$ cat src/hdl/rtci_defs.vh
// Register map, field positions and reset values of the clock interrupt and periodic alarm block.
`ifndef RTCI_DEFS_VH
`define RTCI_DEFS_VH
`define RTCI_ADDR_W 4
`define RTCI_OFS_CTRL 4'h0
`define RTCI_OFS_CNT_LO 4'h1
`define RTCI_OFS_CNT_HI 4'h2
`define RTCI_OFS_AUX 4'h3
`define RTCI_OFS_STATUS 4'h4
`define RTCI_OFS_EVENT 4'h5
`define RTCI_BIT_WSYNC_EN 14
`define RTCI_BIT_WPND_EN 13
`define RTCI_BIT_ISO_EN 12
`define RTCI_BIT_PALM_EN 11
`define RTCI_POS_HI 10
`define RTCI_POS_LO 5
`define RTCI_BIT_PALM_ON 4
`define RTCI_BIT_CNT_EN 0
`define RTCI_PEXP_HI 4
`define RTCI_PEXP_LO 1
`define RTCI_ST_WSYNC 0
`define RTCI_ST_WPND 1
`define RTCI_ST_ISO 2
`define RTCI_ST_PALM 3
`define RTCI_CTRL_RST 16'h0000
`define RTCI_AUX_RST 16'h0000
`define RTCI_POS_MAX 6'h3b
`define RTCI_MOD_LAST 6'h3b
`define RTCI_FULL_MASK 16'hffff
`define RTCI_REDUCED_MASK 16'he010
`define RTCI_CTRL_RW 16'hfff0
`endif

$ cat src/hdl/rtci_core.v
// Control register, periodic modulo-60 alarm and CPU interrupt of the real-time clock.
`timescale 1ns/10ps
// Notes on behaviour
// - Bit 14 gates the sticky write-sync status onto the CPU interrupt.
// - Bit 13 gates the sticky write-pending error status onto the CPU interrupt.
// - Bit 12 gates the sticky isolation status onto the CPU interrupt.
// - Bit 11 gates the sticky periodic alarm status onto the CPU interrupt.
// - Bits 10:5 set alarm units past each modulo-60 boundary.
// - Positions above 59 act exactly as position zero.
// - Writing the count word pair starts a new modulo-60 boundary.
// - Count enable rising from off starts a new boundary.
// - Prescale exponent change while counting starts a new boundary.
// - Bit 4 enables detection; the match is latched sticky until cleared.
// - Reduced instance reads isolation enable, periodic enable and position as zero.
`include "rtci_defs.vh"
module rtci_core #(
  parameter FULL_INSTANCE = 1
) (
  input wire clk_sys,
  input wire rst_n,
  input wire [3:0] avs_address,
  input wire avs_read,
  input wire avs_write,
  input wire [31:0] avs_writedata,
  input wire [3:0] avs_byteenable,
  output reg [31:0] avs_readdata,
  output reg avs_waitrequest,
  input wire unit_tick,
  input wire write_sync_event,
  input wire write_pending_event,
  input wire isolation_event,
  output reg cpu_irq,
  output reg count_enable,
  output reg [3:0] prescale_exponent,
  output reg [31:0] count_value
);
  localparam [15:0] KEEP = FULL_INSTANCE ? `RTCI_FULL_MASK : `RTCI_REDUCED_MASK;
  reg [15:0] ctrl_q;
  reg [15:0] aux_q;
  reg [15:0] cnt_lo_q;
  reg [15:0] cnt_hi_q;
  reg [15:0] lo_stage_q;
  reg lo_staged_q;
  reg [5:0] mod_q;
  reg [3:0] status_q;
  reg [15:0] ctrl_d;
  reg [15:0] aux_d;
  reg [15:0] lo_stage_d;
  reg lo_staged_d;
  reg [31:0] cnt_d;
  reg [5:0] mod_d;
  reg done_d;
  reg [3:0] status_d;
  reg done_q;
  wire [15:0] ctrl_eff;
  wire [5:0] pos_raw;
  wire [5:0] pos;
  wire [3:0] enables;
  wire [2:0] ev_rise;
  wire acc;
  wire wr;
  wire cnt_en_new;
  wire [3:0] pexp_new;
  wire pair_wr;
  wire boundary;
  wire alarm_hit;
  wire [3:0] set_bits;
  wire [3:0] clr_bits;
  wire [31:0] cnt_next;
  reg [15:0] rd_word;
  localparam EVENTS = 3;
  localparam [15:0] CTRL_RW = `RTCI_CTRL_RW;
  wire [EVENTS-1:0] ev_pin;
  wire ctrl_sel;
  wire aux_sel;
  wire lo_sel;
  wire hi_sel;
  wire step;
  wire bnd_enable;
  wire bnd_exp;
  wire [3:0] irq_src;

  // Fields missing in the reduced instance are dropped at the source so they never steer logic.
  assign ctrl_eff = ctrl_q & KEEP;
  assign pos_raw = ctrl_eff[`RTCI_POS_HI:`RTCI_POS_LO];
  assign pos = (pos_raw > `RTCI_POS_MAX) ? 6'h00 : pos_raw;
  assign enables = {ctrl_eff[`RTCI_BIT_PALM_EN], ctrl_eff[`RTCI_BIT_ISO_EN],
    ctrl_eff[`RTCI_BIT_WPND_EN], ctrl_eff[`RTCI_BIT_WSYNC_EN]};

  // One wait cycle per access keeps read data registered.
  assign acc = (avs_read | avs_write) & avs_waitrequest;
  assign wr = avs_write & avs_waitrequest;
  assign cnt_en_new = (wr && avs_address == `RTCI_OFS_AUX && avs_byteenable[0]) ?
    avs_writedata[`RTCI_BIT_CNT_EN] : aux_q[`RTCI_BIT_CNT_EN];
  assign pexp_new = (wr && avs_address == `RTCI_OFS_AUX && avs_byteenable[0]) ?
    avs_writedata[`RTCI_PEXP_HI:`RTCI_PEXP_LO] : aux_q[`RTCI_PEXP_HI:`RTCI_PEXP_LO];
  // The pair counts as written when the upper word lands after a lower-word write.
  assign ctrl_sel = wr && avs_address == `RTCI_OFS_CTRL;
  assign aux_sel = wr && avs_address == `RTCI_OFS_AUX;
  assign lo_sel = wr && avs_address == `RTCI_OFS_CNT_LO;
  assign hi_sel = wr && avs_address == `RTCI_OFS_CNT_HI;
  assign step = aux_q[`RTCI_BIT_CNT_EN] && unit_tick;
  assign pair_wr = hi_sel && lo_staged_q;
  assign bnd_enable = cnt_en_new && !aux_q[`RTCI_BIT_CNT_EN];
  // Only a real change of exponent counts; rewriting the same value keeps the phase.
  assign bnd_exp = aux_q[`RTCI_BIT_CNT_EN] && pexp_new != aux_q[`RTCI_PEXP_HI:`RTCI_PEXP_LO];
  assign boundary = pair_wr || bnd_enable || bnd_exp;
  assign irq_src = status_q & enables;
  // The match fires once per pass so a stalled tick cannot re-set the status after a clear.
  assign alarm_hit = ctrl_eff[`RTCI_BIT_PALM_ON] && mod_q == pos && !done_q && !boundary;
  assign ev_pin = {isolation_event, write_pending_event, write_sync_event};
  genvar g;
  generate
    for (g = 0; g < EVENTS; g = g + 1) begin : g_event
      reg meta_q;
      reg sync_q;
      reg prev_q;
      always @(posedge clk_sys or negedge rst_n) begin
        if (!rst_n) begin
          meta_q <= 1'b0;
          sync_q <= 1'b0;
          prev_q <= 1'b0;
        end else begin
          meta_q <= ev_pin[g];
          sync_q <= meta_q;
          prev_q <= sync_q;
        end
      end
      // Edges are taken from the second stage only; the first may still be settling.
      assign ev_rise[g] = sync_q & ~prev_q;
    end
  endgenerate
  assign set_bits = {alarm_hit, ev_rise[2], ev_rise[1], ev_rise[0]};
  assign clr_bits = (wr && avs_address == `RTCI_OFS_STATUS && avs_byteenable[0]) ? avs_writedata[3:0] : 4'h0;
  assign cnt_next = {cnt_hi_q, cnt_lo_q} + 32'h0000_0001;

  always @* begin
    case (avs_address)
      `RTCI_OFS_CTRL: rd_word = ctrl_eff;
      `RTCI_OFS_CNT_LO: rd_word = cnt_lo_q;
      `RTCI_OFS_CNT_HI: rd_word = cnt_hi_q;
      `RTCI_OFS_AUX: rd_word = aux_q;
      `RTCI_OFS_STATUS: rd_word = {12'h000, status_q};
      `RTCI_OFS_EVENT: rd_word = {10'h000, mod_q};
      default: rd_word = 16'h0000;
    endcase
  end

  always @(posedge clk_sys or negedge rst_n) begin
    if (!rst_n) begin
      avs_waitrequest <= 1'b1;
    end else begin
      avs_waitrequest <= !(avs_read | avs_write) | !avs_waitrequest;
    end
  end

  always @(posedge clk_sys or negedge rst_n) begin
    if (!rst_n) begin
      avs_readdata <= 32'h0000_0000;
    end else begin
      if (acc && avs_read) begin
        avs_readdata <= {16'h0000, rd_word};
      end
    end
  end

  // The low nibble belongs to other functions of the clock and is never stored here.
  always @* begin
    ctrl_d = ctrl_q;
    if (ctrl_sel && avs_byteenable[0]) begin
      ctrl_d[7:0] = avs_writedata[7:0] & CTRL_RW[7:0];
    end
    if (ctrl_sel && avs_byteenable[1]) begin
      ctrl_d[15:8] = avs_writedata[15:8];
    end
  end

  always @(posedge clk_sys or negedge rst_n) begin
    if (!rst_n) begin
      ctrl_q <= `RTCI_CTRL_RST;
    end else begin
      ctrl_q <= ctrl_d;
    end
  end

  always @* begin
    aux_d = aux_q;
    if (aux_sel && avs_byteenable[0]) begin
      aux_d[7:0] = avs_writedata[7:0];
    end
  end

  always @(posedge clk_sys or negedge rst_n) begin
    if (!rst_n) begin
      aux_q <= `RTCI_AUX_RST;
    end else begin
      aux_q <= aux_d;
    end
  end

  // The lower word waits here so both halves land in one cycle and the count is never torn.
  always @* begin
    lo_stage_d = lo_stage_q;
    lo_staged_d = lo_staged_q;
    if (lo_sel) begin
      lo_stage_d = avs_writedata[15:0];
      lo_staged_d = 1'b1;
    end else if (pair_wr) begin
      lo_staged_d = 1'b0;
    end
  end

  always @(posedge clk_sys or negedge rst_n) begin
    if (!rst_n) begin
      lo_stage_q <= 16'h0000;
      lo_staged_q <= 1'b0;
    end else begin
      lo_stage_q <= lo_stage_d;
      lo_staged_q <= lo_staged_d;
    end
  end

  always @* begin
    cnt_d = {cnt_hi_q, cnt_lo_q};
    if (pair_wr) begin
      cnt_d = {avs_writedata[15:0], lo_stage_q};
    end else if (step) begin
      cnt_d = cnt_next;
    end
  end

  always @(posedge clk_sys or negedge rst_n) begin
    if (!rst_n) begin
      cnt_lo_q <= 16'h0000;
      cnt_hi_q <= 16'h0000;
    end else begin
      cnt_lo_q <= cnt_d[15:0];
      cnt_hi_q <= cnt_d[31:16];
    end
  end

  // The phase restarts on every boundary, so the alarm repeats each sixty units from there.
  always @* begin
    mod_d = mod_q;
    done_d = done_q;
    if (boundary) begin
      mod_d = 6'h00;
      done_d = 1'b0;
    end else if (step) begin
      mod_d = (mod_q == `RTCI_MOD_LAST) ? 6'h00 : mod_q + 6'h01;
      done_d = 1'b0;
    end else if (alarm_hit) begin
      done_d = 1'b1;
    end
  end

  always @(posedge clk_sys or negedge rst_n) begin
    if (!rst_n) begin
      mod_q <= 6'h00;
      done_q <= 1'b0;
    end else begin
      mod_q <= mod_d;
      done_q <= done_d;
    end
  end

  // A new event in the clearing cycle survives the clear.
  always @* begin
    status_d = (status_q & ~clr_bits) | set_bits;
  end

  always @(posedge clk_sys or negedge rst_n) begin
    if (!rst_n) begin
      status_q <= 4'h0;
    end else begin
      status_q <= status_d;
    end
  end

  // The interrupt is registered so it cannot glitch while status and enables change together.
  always @(posedge clk_sys or negedge rst_n) begin
    if (!rst_n) begin
      cpu_irq <= 1'b0;
    end else begin
      cpu_irq <= |irq_src;
    end
  end

  // The link outputs are registered copies, so the rest of the clock sees them one cycle late.
  always @(posedge clk_sys or negedge rst_n) begin
    if (!rst_n) begin
      count_enable <= 1'b0;
      prescale_exponent <= 4'h0;
      count_value <= 32'h0000_0000;
    end else begin
      count_enable <= aux_q[`RTCI_BIT_CNT_EN];
      prescale_exponent <= aux_q[`RTCI_PEXP_HI:`RTCI_PEXP_LO];
      count_value <= {cnt_hi_q, cnt_lo_q};
    end
  end
endmodule

$ cat config.mk
export PLATFORM = sky130hd
export DESIGN_NAME = rtci_core
export DESIGN_NICKNAME = d
export VERILOG_FILES = /design/src/hdl/rtci_core.v
export VERILOG_INCLUDE_DIRS = /design/src /design/src/hdl
export SDC_FILE = /design/constraint.sdc
export NUM_CORES = 1
export LEC_CHECK = 0
export BUFFER_PORTS_ARGS = -buffer_cell sky130_fd_sc_hd__buf_2
export CORE_UTILIZATION = 45
export DETAILED_ROUTE_END_ITERATION = 8
export MAX_ROUTING_LAYER = met4
export PLACE_DENSITY = 0.64
export SYNTH_ARGS = -nofsm -noshare
export SYNTH_HDL_FRONTEND = slang
export SYNTH_SLANG_ARGS = --single-unit
$ cat constraint.sdc
create_clock -name clk_sys -period 2.3 [get_ports clk_sys]
set_input_delay 0.115 -clock clk_sys [delete_from_list [all_inputs] [get_ports clk_sys]]
set_output_delay 0.115 -clock clk_sys [all_outputs]
set_load 0.03 [all_outputs]
==> results.sh, run 1 <==
export IMPL_layout_nets=697
export IMPL_cts_sinks=144
export IMPL_hp_class="primary input to flop"
export IMPL_endpoint_kind="flop"
export IMPL_cp_start_kind="flop"
export IMPL_setup_ws_ns=0.345
export IMPL_crit_type="flop to flop"
export IMPL_synth_cell_types=52
export IMPL_fmax_mhz=512
export IMPL_dp_slack_ns=0.383
export IMPL_synth_edff_count=0
export IMPL_finalSetupTns_ns=0
export IMPL_syn_instance_count=530
export IMPL_cts_buffers=17
export IMPL_drt_initial_drc_count=474
export IMPL_hpwl_um=10700
export IMPL_max_stage_delay_ns=0.60
export IMPL_setup_violations_final=0
export IMPL_slowest_stage="nor4_4"
export IMPL_portBuffers=84
export IMPL_p_leak_nw=3.63
export IMPL_antenna_left=0
export IMPL_grt_max_degree=66
export IMPL_routabilityCongestion=0.884
export IMPL_avgSynthCellArea_um2=11.7
export IMPL_p_total_mw=7.90
export IMPL_crit_chain="nand3_2 -> nor4_4 -> nand4_1 -> xor2_1 -> a21oi_1"
export IMPL_layout_min_cycle_time_ns=1.95
export IMPL_layout_cells_most_common="dfrtp_1"
export IMPL_vias=4640
export IMPL_yosysWarnings=0
export IMPL_n_antenna_cell=0
export IMPL_post_cts_buffers=0
export IMPL_cts_hold_buf=17
export IMPL_die_y_um=119
export IMPL_synth_area_leader_cell="dfrtp_1"
export IMPL_worst_pin_slew_ns=0.668
export IMPL_area_growth_syn_to_layout_pct=22.6
export IMPL_wl_per_cell_um=18.5
export IMPL_antenna_found_initial=0
export IMPL_power_density_nw_per_um2=1040
export IMPL_ir_drop_v=0.000488
export IMPL_rrSetupSlack_ns=0.35
export IMPL_maxSlewViolCount=0
export IMPL_die_w_um=119
export IMPL_fin_skew_ns=0.0130
export IMPL_h_tree_depth=4
export IMPL_crit_fanout=10
export IMPL_arrival_ns=2.22
export IMPL_die_area_um2=14300
export IMPL_syn_cell_area_um2=6210
export IMPL_hold_viol=0
export IMPL_routed_wl_um=15500
export IMPL_status="finished clean"
export IMPL_cts_buffer_depth=2
export IMPL_synth_main_ff_cell="dfrtp_1"
export IMPL_rsz0062_at_grt="no"
export IMPL_clk_pin_slew_ns=0.06
export IMPL_synth_top_area_share_pct=57.6
export IMPL_cts_root_buffer="clkbuf_16"
export IMPL_drive_gt1_share_pct=26.7
export IMPL_slew_headroom_pct=55.5
export IMPL_io_pins=119
export IMPL_cts_repair_resized=0
export IMPL_cap_violations=0
export IMPL_utilization_pct=57.1
export IMPL_core_um2=13300
export IMPL_overflow=0
export IMPL_grt_pass1_wl_um=24800
export IMPL_first_pass_iters=6
export IMPL_clk_latency_ns=0.43
export IMPL_start_util_pct=46.5
export IMPL_rows=42
export IMPL_yosysSeqAreaShare_pct=58.0
export IMPL_yosys_register_bits=144
export IMPL_grt_pass1_vias=4532
export IMPL_synthTopCellsByArea="dfrtp_1 58%, mux2_2 5.6%, xor2_1 3.2%"
export IMPL_avgViaCountPerCell=5.56
export IMPL_drc=0
export IMPL_grt_usage_pct=24.1
export IMPL_tritoncts="done"
export IMPL_final_cell_mix="143 x dfrtp_1, 83 x buf_2, 41 x nor2_1"
export IMPL_critPathRequiredTime_ns=2.57
export IMPL_post_route_period_util_pct=85.0
export IMPL_synthArstFlopShare_pct=100
[state kept, by name, summed over array words and instances (netlist names), 4 cells and up]
signal	cells
aux_q	8
prescale_exponent	4
avs_readdata	16
lo_stage_q	16
mod_q	6
status_q	4
cnt_lo_q	16
cnt_hi_q	16
count_value	32
ctrl_eff	12
[metal layers]
layer  up-vias  GRT usage [%]  part of all wire, %  wire (um)
li1       2120              -                    -          -
met1      2303           31.0                   43       6610
met2       184           35.6                   48       7380
met3        33           6.90                  7.1       1100
met4         0           10.1                  2.6        401
met5         -              -                    0          0
[metrics by stage]
step	hold slack [ns]	area (um^2)	instances
finish	0.0430	7620	835
global route	0.0330	7620	835
CTS	0.0152	7620	835
detailed placement	0.132	6860	787
global placement	0.129	6860	787
floorplan	-0.181	6270	545
[cell usage after synthesis, types with 2 or more instances]
| master | instances |
|---|---|
| a211o_1 | 2 |
| a211oi_1 | 2 |
| a21o_1 | 7 |
| a21oi_1 | 40 |
| a221oi_1 | 2 |
| a222oi_1 | 14 |
| a22o_1 | 6 |
| a22oi_1 | 8 |
| a31oi_1 | 2 |
| and2_1 | 4 |
| and3_1 | 9 |
| and4_1 | 5 |
| buf_2 | 9 |
| buf_4 | 18 |
| clkbuf_1 | 8 |
| dfrtp_1 | 143 |
| ha_1 | 2 |
| inv_1 | 12 |
| mux2_1 | 2 |
| mux2_2 | 31 |
| nand2_1 | 38 |
| nand3_1 | 13 |
| nand4_1 | 18 |
| nor2_1 | 41 |
| nor2b_1 | 2 |
| nor3_1 | 9 |
| nor4_1 | 2 |
| nor4_4 | 4 |
| nor4b_4 | 2 |
| o21ai_0 | 16 |
| o221ai_1 | 2 |
| xnor2_1 | 15 |
| xor2_1 | 23 |
[worst max-delay path: cells and delay by family (launching register included)]
kind            cells  cell delay, ns
flops               1            0.46
xor+xnor            1            0.17
simple gates        3            1.10
compound gates      1            0.08
[worst paths after layout]
check | startpoint | end | cells after the start
max | cnt_lo_q[4] | cnt_hi_q[2] | 5
min | avs_write | lo_staged_q | 3
max reg2reg | cnt_lo_q[4] | cnt_hi_q[2] | 5
min reg2reg | g_event[1].meta_q | g_event[1].sync_q | 0
max in group asynchronous | rst_n | aux_q[6] | 3
min in group asynchronous | rst_n | count_value[9] | 2
[layout make-up]
type / instances / area (um^2)
sequential: 144 / 3600
clock buffer: 18 / 429
tap: 176 / 220
fill: 1136 / 5730
clock inverter: 13 / 163
inverter: 12 / 45.0
timing repair buffer: 120 / 764
multi-input combinational: 352 / 2390
[power by group]
| part | leakage, nW | switching (mW) | internal [mW] |
|---|---|---|---|
| clock | 0.283 | 1.05 | 1.70 |
| sequential | 1.84 | 0.548 | 3.08 |
| combinational | 1.51 | 0.939 | 0.581 |
[cells by family (layout without fill, tap and decap cells)]
kind of cell / count (synthesis) / after routing / synth area share [%]
AO/OA/AOI/OAI: 108 / 108 / 11.6
AND/OR/NAND/NOR: 154 / 154 / 14.0
flip-flops: 144 / 144 / 58.0
XOR/XNOR: 38 / 38 / 5.36
adder cells (fa/ha/maj): 2 / 2 / 0.403
buffers and inverters: 49 / 163 / 4.37
other: 1 / 16 / 0.0604
multiplexers: 34 / 34 / 6.14
Note: power is estimated with default switching activity, not from simulation.
==> run 2: changes to the inputs <==
==> constraint.sdc (replaced) <==
create_clock -name clk_sys -period 1.9 [get_ports clk_sys]
set_input_delay 0.095 -clock clk_sys [delete_from_list [all_inputs] [get_ports clk_sys]]
set_output_delay 0.095 -clock clk_sys [all_outputs]
set_load 0.03 [all_outputs]
==> run 2 against run 1 <==
Final area is 4.4% higher. First-iteration DRC count is 5.7% higher. Total power is 27% higher. Critical endpoint is now done_q. Largest cell class unchanged. Largest power group unchanged.
==> results.sh, run 2 (synthesis gave the netlist of run 1 again) <==
export IMPL_hp_class="primary input to flop"
export IMPL_routed_wl_um=16400
export IMPL_layout_cells_non_filler=874
export IMPL_maxSlewViolCount=0
export IMPL_clk_latency_ns=0.43
export IMPL_routabilityCongestion=0.925
export IMPL_critPathRequiredTime_ns=2.24
export IMPL_fmax_mhz=546
export IMPL_worst_pin_slew_ns=0.721
export IMPL_slew_headroom_pct=51.9
export IMPL_portBuffers=84
export IMPL_crit_fanout=4
export IMPL_cts_sinks=144
export IMPL_fin_skew_ns=0.00593
export IMPL_slowest_stage="a2111oi_0"
export IMPL_power_density_nw_per_um2=1260
export IMPL_dp_cells=824
export IMPL_cts_root_buffer="clkbuf_16"
export IMPL_rsz0062_at_grt="no"
export IMPL_finalSetupTns_ns=0
export IMPL_antenna_left=0
export IMPL_layout_nets=735
export IMPL_endpoint_kind="flop"
export IMPL_h_tree_depth=4
export IMPL_core_um2=13300
export IMPL_vias=4849
export IMPL_regMostFlops="count_value"
export IMPL_rows=42
export IMPL_setup_violations_final=0
export IMPL_first_pass_iters=9
export IMPL_io_pins=119
export IMPL_drc=0
export IMPL_cap_violations=0
export IMPL_clk_pin_slew_ns=0.06
export IMPL_hold_viol=0
export IMPL_tritoncts="done"
export IMPL_arrival_ns=2.17
export IMPL_layout_min_cycle_time_ns=1.83
export IMPL_antenna_found_initial=0
export IMPL_p_leak_nw=3.85
export IMPL_cts_buffers=17
export IMPL_hpwl_um=11400
export IMPL_layout_cells_most_common="dfrtp_1"
export IMPL_grt_pass1_vias=4720
export IMPL_die_y_um=119
export IMPL_ir_drop_v=0.000635
export IMPL_final_cell_mix="143 x dfrtp_1, 83 x buf_2, 53 x buf_4"
export IMPL_max_stage_delay_ns=0.50
export IMPL_grt_pass1_wl_um=25500
export IMPL_fill_cells=1140
export IMPL_n_antenna_cell=0
export IMPL_overflow=0
export IMPL_die_area_um2=14300
export IMPL_start_util_pct=46.5
export IMPL_cts_repair_resized=0
export IMPL_post_route_period_util_pct=96.3
export IMPL_drt_initial_drc_count=501
export IMPL_status="finished clean"
export IMPL_cts_buffer_depth=2
export IMPL_avgViaCountPerCell=5.55
export IMPL_area_growth_syn_to_layout_pct=28.1
export IMPL_grt_usage_pct=24.8
export IMPL_drive_gt1_share_pct=30.9
export IMPL_grt_max_degree=42
export IMPL_crit_type="flop to flop"
export IMPL_wl_per_cell_um=18.7
export IMPL_die_w_um=119
export IMPL_largest_reg_flops=32
export IMPL_cp_start_kind="flop"
export IMPL_crit_chain="inv_1 -> a22o_1 -> a2111oi_0 -> nand4_1 -> a211oi_1"
==> run 2: cell count changes in the layout (fill, tap and decap cells not counted), sizes merged <==
cell         change
clkinvlp         +1
buf             +37
clkinv           -2
clkbuf           +2
dlygate4sd3      +1
==> run 2: area by class of cell <==
cell class / instances / area (um^2) / area share [%]
inverters: 12 / 45.0 / 0.566
repair buffers: 158 / 1060 / 13.4
multi-input cells: 352 / 2400 / 30.1
flip-flops and latches: 144 / 3600 / 45.3
clock inverters: 12 / 156 / 1.97
clock buffers: 20 / 467 / 5.87
well taps: 176 / 220 / 2.77
==> run 2: per-layer routing <==
layer	share of wire, %	vias to the layer above	global-route usage [%]
li1	-	2194	-
met1	44	2447	31.2
met2	48	176	38.5
met3	5.2	32	5.46
met4	2.7	0	10.9
met5	0	-	-
==> run 2: what timing repair did <==
item | CTS | global route
endpoints found under the setup margin | 0 | 0
endpoints found under the hold margin | 183 | 0
hold buffers | 18 | 0
setup buffers | 0 | 0
==> run 2: path summary, 6_finish.rpt <==
kind / startpoint / to / slack (ns) / cells past startpoint
worst min register to register: g_event[1].meta_q / g_event[1].sync_q / 0.35 / 0
max in group asynchronous: rst_n / avs_waitrequest / 1.14 / 3
min in group asynchronous: rst_n / cnt_hi_q[11] / 0.15 / 2
worst min-delay path: avs_writedata[2] / lo_stage_q[2] / 0.004 / 2
worst max register to register: ctrl_eff[7] / done_q / 0.07 / 5
worst max-delay path: ctrl_eff[7] / done_q / 0.07 / 5
==> run 2: where the power goes <==
group          internal [mW]  switching, mW
Combinational          0.906           1.41
Clock                   2.17           1.31
Sequential              3.73          0.467
==> run 2: metrics by stage <==
stage | utilization (%) | hold WS, ns | power (mW) | cell area, um^2 | worst slack [ns]
CTS | 59.6 | 0.00109 | 10.0 | 7950 | 0.171
finish | 59.6 | 0.00437 | 10.0 | 7950 | 0.0698
floorplan | - | -0.201 | 5.55 | 6280 | 0.0122
global placement | 53.6 | 0.0301 | 6.43 | 7150 | 0.226
global route | 59.6 | 0.0287 | 10.4 | 7950 | 0.0249
detailed placement | 53.6 | 0.0331 | 6.51 | 7150 | 0.181
==> run 2: worst max-delay path, delay by kind of cell, from the launching register on <==
family                 cells  cell delay (ns)
AO/OA/AOI/OAI              3             0.96
flip-flops                 1             0.41
AND/OR/NAND/NOR            1             0.27
buffers and inverters      1             0.10
